--- config.mk ---
export PLATFORM = sky130hd
export DESIGN_NAME = cmcr_core
export DESIGN_NICKNAME = d
export VERILOG_FILES = /design/src/cmcr_pkg.sv /design/src/cmcr_bitband.sv /design/src/cmcr_core.sv
export VERILOG_INCLUDE_DIRS = /design/src /design/src/src
export SDC_FILE = /design/constraint.sdc
export NUM_CORES = 1
export LEC_CHECK = 0
export ABC_AREA = 1
export BUFFER_PORTS_ARGS = -buffer_cell sky130_fd_sc_hd__buf_4
export CAP_MARGIN = 20
export CORE_MARGIN = 2
export CORE_UTILIZATION = 30
export DETAILED_ROUTE_END_ITERATION = 8
export PLACE_DENSITY_LB_ADDON = 0.2
export SKIP_LAST_GASP = 1
export SYNTH_ARGS = -nofsm -noshare
export SYNTH_HDL_FRONTEND = slang
export SYNTH_SLANG_ARGS = --single-unit
--- constraint.sdc ---
create_clock -name clk_sys -period 3.8 [get_ports clk_sys]
set_input_delay 0.38 -clock clk_sys [delete_from_list [all_inputs] [get_ports clk_sys]]
set_output_delay 0.38 -clock clk_sys [all_outputs]
set_load 0.05 [all_outputs]
--- src/cmcr_defs.svh ---
// Notes on behaviour
// - handler mode only at privileged level
// - user level blocks restricted access, faults
// - privileged level allows restricted access
// - handler while servicing exception, else thread
// - sixteen core registers, each 32 bits
// - low registers reachable by short and long encodings
// - high registers: long always, short sometimes
// - register thirteen banks main and process stacks
// - process stack only in user thread
// - stack pointer low two bits read zero
// - subroutine call writes return address to link
// - only mixed 16/32-bit set; legacy faults
// - bit-band aliasing for the SRAM region
// - unaligned data accesses are supported
// - program counter bit zero reads zero
// - control bit zero: one means user thread
// - control bit one selects process stack
`ifndef CMCR_DEFS_SVH
`define CMCR_DEFS_SVH
`define CMCR_XLEN            32
`define CMCR_NREG            16
`define CMCR_IDX_SP          4'hd
`define CMCR_IDX_LINK        4'he
`define CMCR_IDX_PC          4'hf
`define CMCR_NUM_LOW         8
`define CMCR_CTRL_USER_BIT   0
`define CMCR_CTRL_PSTK_BIT   1
`define CMCR_SP_MASK         32'hffff_fffc
`define CMCR_PC_MASK         32'hffff_fffe
`define CMCR_RST_CTRL        2'h0
`define CMCR_SRAM_BASE       32'h2000_0000
`define CMCR_SRAM_ALIAS_BASE 32'h2200_0000
`define CMCR_SRAM_ALIAS_TOP  32'h23ff_ffff
`endif

--- src/cmcr_pkg.sv ---
`include "cmcr_defs.svh"
package cmcr_pkg;
  typedef logic [`CMCR_XLEN-1:0] cmcr_word_t;
  typedef logic [3:0]            cmcr_idx_t;
  typedef enum logic [2:0] {
    CMCR_PRIV_THREAD = 3'b001,
    CMCR_USER_THREAD = 3'b010,
    CMCR_PRIV_HANDLER = 3'b100
  } cmcr_state_t;
  typedef enum logic [1:0] {
    CMCR_ISA_SHORT  = 2'h0,
    CMCR_ISA_LONG   = 2'h1,
    CMCR_ISA_LEGACY = 2'h2
  } cmcr_isa_t;
endpackage : cmcr_pkg

--- src/cmcr_bitband.sv ---
`include "cmcr_defs.svh"
module cmcr_bitband (
  input  wire logic [31:0] addr,
  output logic             alias_hit,
  output logic [31:0]      word_addr,
  output logic [4:0]       bit_pos
);
  wire logic [31:0] offset;
  assign alias_hit = (addr >= `CMCR_SRAM_ALIAS_BASE) && (addr <= `CMCR_SRAM_ALIAS_TOP);
  assign offset    = addr - `CMCR_SRAM_ALIAS_BASE;
  assign word_addr = `CMCR_SRAM_BASE + {12'h000, offset[24:7], 2'h0};
  assign bit_pos   = offset[6:2];
endmodule : cmcr_bitband

--- src/cmcr_core.sv ---
`include "cmcr_defs.svh"
module cmcr_core #(
  parameter int XLEN = `CMCR_XLEN
) (
  input  wire logic                clk_sys,
  input  wire logic                rst_n,
  input  wire logic                exc_enter,
  input  wire logic                exc_return,
  input  wire logic                access_req,
  input  wire logic                access_restricted,
  input  wire cmcr_pkg::cmcr_isa_t isa_kind,
  input  wire logic                short_high_ok,
  input  wire cmcr_pkg::cmcr_idx_t rd_idx,
  input  wire cmcr_pkg::cmcr_idx_t wr_idx,
  input  wire logic                wr_en,
  input  wire cmcr_pkg::cmcr_word_t wr_data,
  input  wire logic                call_en,
  input  wire cmcr_pkg::cmcr_word_t call_return_addr,
  input  wire logic                pc_load,
  input  wire cmcr_pkg::cmcr_word_t pc_value,
  input  wire logic                ctrl_wr,
  input  wire logic [1:0]          ctrl_data,
  input  wire cmcr_pkg::cmcr_word_t data_addr,
  output logic                     access_fault,
  output logic                     handler_mode,
  output logic                     user_level,
  output logic [1:0]               ctrl_out,
  output cmcr_pkg::cmcr_word_t     rd_data,
  output cmcr_pkg::cmcr_word_t     stack_pointer_reg,
  output cmcr_pkg::cmcr_word_t     program_counter,
  output cmcr_pkg::cmcr_word_t     return_link_register,
  output logic                     bitband_hit,
  output cmcr_pkg::cmcr_word_t     bitband_word_addr,
  output logic [4:0]               bitband_bit,
  output logic [1:0]               data_byte_lane
);
  import cmcr_pkg::*;

  if (XLEN != 32) begin : g_bad_xlen
    $error("cmcr_core supports only a 32-bit word");
  end

  cmcr_state_t state_reg;
  cmcr_state_t state_next;
  logic [1:0]  ctrl_reg;
  logic [1:0]  ctrl_next;
  cmcr_word_t  gpr_reg [0:12];
  cmcr_word_t  main_stack_pointer;
  cmcr_word_t  process_stack_pointer;
  cmcr_word_t  link_register_slot;
  cmcr_word_t  pc_reg;
  logic        fault_reg;
  cmcr_word_t  rd_reg;
  logic        bb_hit_reg;
  cmcr_word_t  bb_addr_reg;
  logic [4:0]  bb_bit_reg;
  logic [1:0]  lane_reg;

  wire logic       in_handler;
  wire logic       in_user;
  wire logic       use_psp;
  wire cmcr_word_t sp_active;
  wire logic       legacy_fault;
  wire logic       priv_fault;
  wire logic       high_fault;
  wire logic       idx_high;
  wire logic       ctrl_wr_ok;
  wire logic       fault_now;
  wire logic       wr_ok;
  wire cmcr_word_t rd_sel;
  wire logic       bb_hit_w;
  wire cmcr_word_t bb_addr_w;
  wire logic [4:0] bb_bit_w;

  assign in_handler   = (state_reg == CMCR_PRIV_HANDLER);
  assign in_user      = (state_reg == CMCR_USER_THREAD);
  assign use_psp      = ctrl_reg[`CMCR_CTRL_PSTK_BIT] && in_user;
  assign sp_active    = (use_psp ? process_stack_pointer : main_stack_pointer) & `CMCR_SP_MASK;
  assign legacy_fault = access_req && (isa_kind == CMCR_ISA_LEGACY);
  assign priv_fault   = access_req && in_user && access_restricted;
  assign idx_high     = (wr_idx >= 4'(`CMCR_NUM_LOW)) && (wr_idx < `CMCR_IDX_SP);
  assign high_fault   = access_req && wr_en && idx_high && (isa_kind == CMCR_ISA_SHORT) && !short_high_ok;
  assign fault_now    = legacy_fault || priv_fault || high_fault;
  assign ctrl_wr_ok   = ctrl_wr && !in_user && !fault_now;
  assign wr_ok        = wr_en && !fault_now;

  always_comb begin
    ctrl_next = ctrl_reg;
    if (ctrl_wr_ok) begin
      ctrl_next = ctrl_data;
    end
    if (in_handler || exc_enter) begin
      ctrl_next[`CMCR_CTRL_PSTK_BIT] = 1'b0;
    end
  end

  always_comb begin
    state_next = state_reg;
    unique case (state_reg)
      CMCR_PRIV_THREAD: begin
        if (exc_enter) begin
          state_next = CMCR_PRIV_HANDLER;
        end else if (ctrl_next[`CMCR_CTRL_USER_BIT]) begin
          state_next = CMCR_USER_THREAD;
        end
      end
      CMCR_USER_THREAD: begin
        if (exc_enter) begin
          state_next = CMCR_PRIV_HANDLER;
        end
      end
      CMCR_PRIV_HANDLER: begin
        if (exc_return && !exc_enter) begin
          state_next = ctrl_reg[`CMCR_CTRL_USER_BIT] ? CMCR_USER_THREAD : CMCR_PRIV_THREAD;
        end
      end
      default: state_next = CMCR_PRIV_THREAD;
    endcase
  end

  always_ff @(posedge clk_sys or negedge rst_n) begin
    if (!rst_n) begin
      state_reg <= CMCR_PRIV_THREAD;
      ctrl_reg  <= `CMCR_RST_CTRL;
    end else begin
      state_reg <= state_next;
      ctrl_reg  <= ctrl_next;
    end
  end

  genvar gi;
  generate
    for (gi = 0; gi < 13; gi++) begin : g_gpr
      always_ff @(posedge clk_sys or negedge rst_n) begin
        if (!rst_n) begin
          gpr_reg[gi] <= '0;
        end else if (wr_ok && wr_idx == 4'(gi)) begin
          gpr_reg[gi] <= wr_data;
        end
      end
    end
  endgenerate

  always_ff @(posedge clk_sys or negedge rst_n) begin
    if (!rst_n) begin
      main_stack_pointer    <= '0;
      process_stack_pointer <= '0;
    end else if (wr_ok && wr_idx == `CMCR_IDX_SP) begin
      if (use_psp) begin
        process_stack_pointer <= wr_data & `CMCR_SP_MASK;
      end else begin
        main_stack_pointer <= wr_data & `CMCR_SP_MASK;
      end
    end
  end

  always_ff @(posedge clk_sys or negedge rst_n) begin
    if (!rst_n) begin
      link_register_slot <= '0;
    end else if (call_en && !fault_now) begin
      link_register_slot <= call_return_addr;
    end else if (wr_ok && wr_idx == `CMCR_IDX_LINK) begin
      link_register_slot <= wr_data;
    end
  end

  always_ff @(posedge clk_sys or negedge rst_n) begin
    if (!rst_n) begin
      pc_reg <= '0;
    end else if (pc_load) begin
      pc_reg <= pc_value & `CMCR_PC_MASK;
    end else if (wr_ok && wr_idx == `CMCR_IDX_PC) begin
      pc_reg <= wr_data & `CMCR_PC_MASK;
    end
  end

  assign rd_sel = (rd_idx == `CMCR_IDX_SP)   ? sp_active :
                  (rd_idx == `CMCR_IDX_LINK) ? link_register_slot :
                  (rd_idx == `CMCR_IDX_PC)   ? pc_reg :
                  gpr_reg[rd_idx];

  cmcr_bitband u_bitband (
    .addr      (data_addr),
    .alias_hit (bb_hit_w),
    .word_addr (bb_addr_w),
    .bit_pos   (bb_bit_w)
  );

  always_ff @(posedge clk_sys or negedge rst_n) begin
    if (!rst_n) begin
      fault_reg   <= 1'b0;
      rd_reg      <= '0;
      bb_hit_reg  <= 1'b0;
      bb_addr_reg <= '0;
      bb_bit_reg  <= '0;
      lane_reg    <= '0;
    end else begin
      fault_reg   <= fault_now;
      rd_reg      <= rd_sel;
      bb_hit_reg  <= bb_hit_w;
      bb_addr_reg <= bb_addr_w;
      bb_bit_reg  <= bb_bit_w;
      lane_reg    <= data_addr[1:0];
    end
  end

  assign access_fault         = fault_reg;
  assign handler_mode         = state_reg[2];
  assign user_level           = state_reg[1];
  assign ctrl_out             = ctrl_reg;
  assign rd_data              = rd_reg;
  assign stack_pointer_reg    = sp_active;
  assign program_counter      = pc_reg;
  assign return_link_register = link_register_slot;
  assign bitband_hit          = bb_hit_reg;
  assign bitband_word_addr    = bb_addr_reg;
  assign bitband_bit          = bb_bit_reg;
  assign data_byte_lane       = lane_reg;
endmodule : cmcr_core

======== Word level (Yosys, flattened, before mapping) ========
Cells that the tools add are included.
word-level totals
  bits in registers ....................... 618
  bits of input ports ..................... 151
  word-level logic and storage cells ...... 125
operators by class
  add/subtract/negate cells ............... 2
  magnitude comparators ................... 5
  eq/ne operators ......................... 25
  muxes and demuxes ....................... 19
  bitwise logic cells ..................... 2
  reduce and logical (&&, ||, !) cells .... 46
operators with widths
  operator                                                number
  two-way mux 32 bit                                      10
  binary-select mux 32 bit (select 4 bit)                 1
  == test 4 bit (second input constant)                   11
  >= comparator 32 x 30 -> 1 bit (second input constant)  1
  <= comparator 32 x 30 -> 1 bit (second input constant)  1
  adder 30 x 20 -> 31 bit (first input constant)          1
  logical AND 1 bit                                       31
  subtractor 25 x 1 -> 25 bit (second input constant)     1
  == test 4 x 3 -> 1 bit (second input constant)          4
  two-way mux 3 bit                                       4
  case mux 3 bit (3 select lines)                         1
  == test 4 x 2 -> 1 bit (second input constant)          2
  nonzero test 2 bit                                      3
  >= comparator 5 bit (second input constant)             1
  NOT 4 -> 5 bit                                          1
  == test 4 x 1 -> 1 bit (second input constant)          1
  >= comparator 4 bit (second input constant)             1
  logical NOT 1 bit                                       4
  logical NOT 4 bit                                       1
  < comparator 4 bit (second input constant)              1
  two-way mux 2 bit                                       2
  AND reduction 2 bit                                     2
  == test 3 x 1 -> 1 bit (second input constant)          1
  == test 3 x 2 -> 1 bit (second input constant)          1
  other kinds (10)                                        12

======== Logic depth before layout (Yosys ltp) ========
  depth in word-level cells ............... 12
  depth in mapped cells ................... 12

======== Cells and area by module ========
A second synthesis with hierarchy kept.
unflattened totals
  cells, all modules ...................... 3287
  area, all modules ....................... 27111.0 um2
by module, submodules not included
  module        times used  cells each  area an instance (um2)  sequential area each (um2)
  cmcr_core     1           3241        26797.0                 15441.1
  cmcr_bitband  1           46          314.1                   0.0

======== Worst setup path after synthesis ========
No wires, ideal clock.
  kind .................................... reg-to-output
  start point ............................. register state_reg[1]
  end point ............................... output port stack_pointer_reg[12]
  arrival time ............................ 2.052 ns
  setup slack ............................. 1.368 ns
  stages on the path, launching flop included .. 8
  path buffers ............................ 1
  cells stage by stage .................... dfrtp_1 > nand3_1 > inv_1 > nand2_1 > inv_1 > clkbuf_1 > or2_2 > o21a_1
on the way
  cells in the longest elaborated chain, start to end .. 3
ends and longest elaborated chain
  item                      line              source
  start: declaration        cmcr_core.sv:43   cmcr_state_t state_reg;
  start signal: assignment  cmcr_core.sv:126  state_reg <= state_next;
  == test 3 x 2 -> 1 bit    cmcr_core.sv:76   assign in_user = (state_reg == CMCR_USER_THREAD);
  logical AND 1 bit         cmcr_core.sv:77   assign use_psp = ctrl_reg[`CMCR_CTRL_PSTK_BIT] && in_user;
  two-way mux 32 bit        cmcr_core.sv:78   assign sp_active = (use_psp ? process_stack_pointer : main_stack_pointer) & `CMCR_SP_MASK;
  end: declaration          cmcr_core.sv:29   output cmcr_pkg::cmcr_word_t stack_pointer_reg,
Every way passes these cells.

======== Worst setup path in the final report ========
  start point ............................. register state_reg[2]
  end point ............................... output port stack_pointer_reg[11]
The elaborated chain is that of the path after synthesis.

==> results by group <==
Outcome
  – Status: finished, final reports clean

Final layout
  – Cell Count, Final, Fillers Out: 4695
  – Layout cells sized above 1: 17.21%
  – Core Util, Final: 36.99%
  – Design Area, Final: 33450 sq um
  – Fillers: 9311
  – Nets: 3612
  – Largest register FFs: 416
  – Layout area overhead: 21.76%

Timing
  – Final WS setup: 0.6162 ns
  – Pins Over Slew Limit: 0
  – Crit share post-route: 83.79%
  – Setup_tns: 0 ns
  – Hold Slack: 0.03933 ns
  – Count of final hold-check violations: 0
  – Post-layout minimum cycle time: 3.184 ns
  – Final setup fails: 0
  – F_max: 314.1 MHz
  – Clk_skew: 0.02566 ns
  – Worst-Margin Slew: 0.9927 ns
  – RSZ-0062 raised after global routing: false
  – Slew HR: 33.75%

Synthesis
  – Yosys reg bits: 604
  – Largest area contributor in the netlist: dfrtp_1
  – Post-synth top cells: nand2_1, dfrtp_1, o21ai_0, o21ai_1, clkbuf_1
  – Top-count cell post-synth: nand2_1
  – Top-area cell type share of the netlist area: 54.93%
  – Yosys cell types: 34
  – Seq/Total Area, Yosys: 55.02%
  – Most used flip-flop cell after synthesis: dfrtp_1
  – Number of flops mapped to enable cells by yosys: 0
  – Top area cells in the synthesized netlist: dfrtp_1, nand2_1, o21ai_0
  – Synth warnings: 0
  – Cells after Synth: 3215
  – Mean Syn Cell Area: 8.545 sq um
  – Synth Cell Area: 27470 sq um
  – Asr flop ratio synth: 100.0%

Setup path
  – WP data required: 3.42 ns
  – Reg2Reg Setup Slack: 0.63 ns
  – CP delay by family, top: buffers and inverters
  – Endpoint type of the worst setup path: output port
  – RR Startpoint: state_reg[0]
  – Critical path arrival: 2.80 ns
  – Crit path largest cell delay: 0.47 ns
  – Worst setup path startpoint: state_reg[2]
  – Most used cell, CP: inv_1
  – Critical path peak fanout: 17
  – Crit path kind: reg2out
  – Crit path buf inv count: 5
  – Reg2reg path depth: 11
  – CP max stage cell: inv_1
  – Crit start category: flop
  – Critical path cell sequence: inv_1, nand3_1, inv_1, nand2_2, inv_1, buf_4, or2_2, o21a_1, buf_4
  – R2R Path End: program_counter[23]

Placed design
  – Placed cell count: 4505
  – Post-Place Worst Slack: 1.100 ns
  – GPL Wtd Cong: 0.7963
  – I/O Buffers: 306
  – Hpwl dp: 61810 microns
  – Post-Place Cell Area: 30450 sq um

Die
  – Core area: 90420 sq um
  – IO Count: 324
  – Initial Utilization: 30.38%
  – Die footprint: 94010 sq um
  – Row count: 110
  – Die extent in x: 306.6 microns
  – Die height: 306.6 microns

Route
  – DRT iter0 DRCs: 2102
  – TritonRoute pass-1 iters: 5
  – Vias per cell: 4.927
  – DR WL/cell: 21.00 microns
  – Detail Route Antenna Nets: 0
  – Drc violations: 0
  – Vias: 23130
  – Post-Route WL: 98590 microns

Clock network
  – H-tree lvl count: 3
  – Clk Latency, worst-skew pair: 0.63 ns
  – Cts bufs inserted: 72
  – Post-cts resize count: 0
  – Clock slew at reported path FFs: 0.06 ns
  – CTS tree: built
  – CTS sink count: 604
  – Clock Tree Root: clkbuf_16
  – CTS max path bufs: 3
  – Postcts setup bufs: 0

Hold path
  – Hold path startpoint: wr_data[31]
  – Hold Path Sink: program_counter[31]
  – Hold Crit Depth: 3
  – Hold WC Path Type: in2reg

Global routing
  – Largest net degree at the start of global routing: 120
  – Total global-route track usage: 20.97%
  – Grt total ovfl: 0
  – Vias in the first global route: 22660
  – Initial antenna violation count: 4
  – First-pass GRT wire length: 148600 microns

Power and ir drop
  – Max VDD drop: 0.3181 mV
  – Power Density: 600.2 nW/um^2
  – Leakage: 15.71 nW
  – Post-route total power: 20.07 mW

Flow run
  – Total of max-cap violations: 0
-- area by class of cell --
type	instances	area [sq um]	share of cell area, %
repair buffers	415	3493	10.44
multi-input cells	2300	10690	31.96
well taps	1176	1471	4.399
diodes	3	7.507	0.02244
clock buffers	103	2101	6.281
inverters	68	257.7	0.7706
clock inverters	26	311.5	0.9314
flip-flops and latches	604	15120	45.19
-- power by group --
| part | internal [mW] | leakage, nW | switching, mW |
|---|---|---|---|
| combinational | 1.51 | 6.86 | 2.97 |
| clock | 4.21 | 1.19 | 2.91 |
| sequential | 7.75 | 7.65 | 0.722 |
-- logic make-up after synthesis --
logic type / count (synthesis) / share of synthesized area (%)
AOI/OAI and AO/OA: 750 / 15.50
buffers and inverters: 326 / 6.385
DFF: 604 / 55.02
other: 2 / 0.02734
and+or+nand+nor: 1533 / 23.06
-- worst max-delay path by stage --
| stage | cells after the start | to | slack (ns) |
|---|---|---|---|
| after floorplan | 7 | stack_pointer_reg[12] | 1.37 |
| after global placement | 11 | program_counter[2] | 1.09 |
| after detailed placement | 10 | program_counter[2] | 1.10 |
| after CTS | 9 | stack_pointer_reg[11] | 0.57 |
| after global routing | 9 | stack_pointer_reg[11] | 0.46 |
| final | 9 | stack_pointer_reg[11] | 0.62 |
-- cells in the final DEF (no fill, tap or decap), types with 58 or more instances in the layout --
cell type	n
o211ai_1	66
nor2_1	114
a21oi_1	76
nand4_1	76
buf_4	338
o21ai_0	296
o21ai_1	213
o21ai_2	75
dlygate4sd3_1	58
inv_1	60
nand2_1	1185
nand3_1	86
dfrtp_1	603
clkbuf_16	74
-- layer usage --
layer,wire length (microns),up-vias,share of wire [%],global-route usage (%)
met2,44710,681,45,32.94
li1,-,11060,-,-
met3,6754,133,6.9,4.673
met5,23,-,0.023,0
met1,44120,11260,45,28.62
met4,2986,4,3.0,6.977
-- timing repair --
action / CTS / global route
endpoints found under the setup margin: 0 / 0
hold buffers: 58 / 0
endpoints found under the hold margin: 114 / 0
-- tightest hold or removal path, stage by stage --
cell	delay, ns
buf_4	0.08
nand4_1	0.08
nand3_1	0.08
No activity file was read; power rests on OpenSTA's default activity.
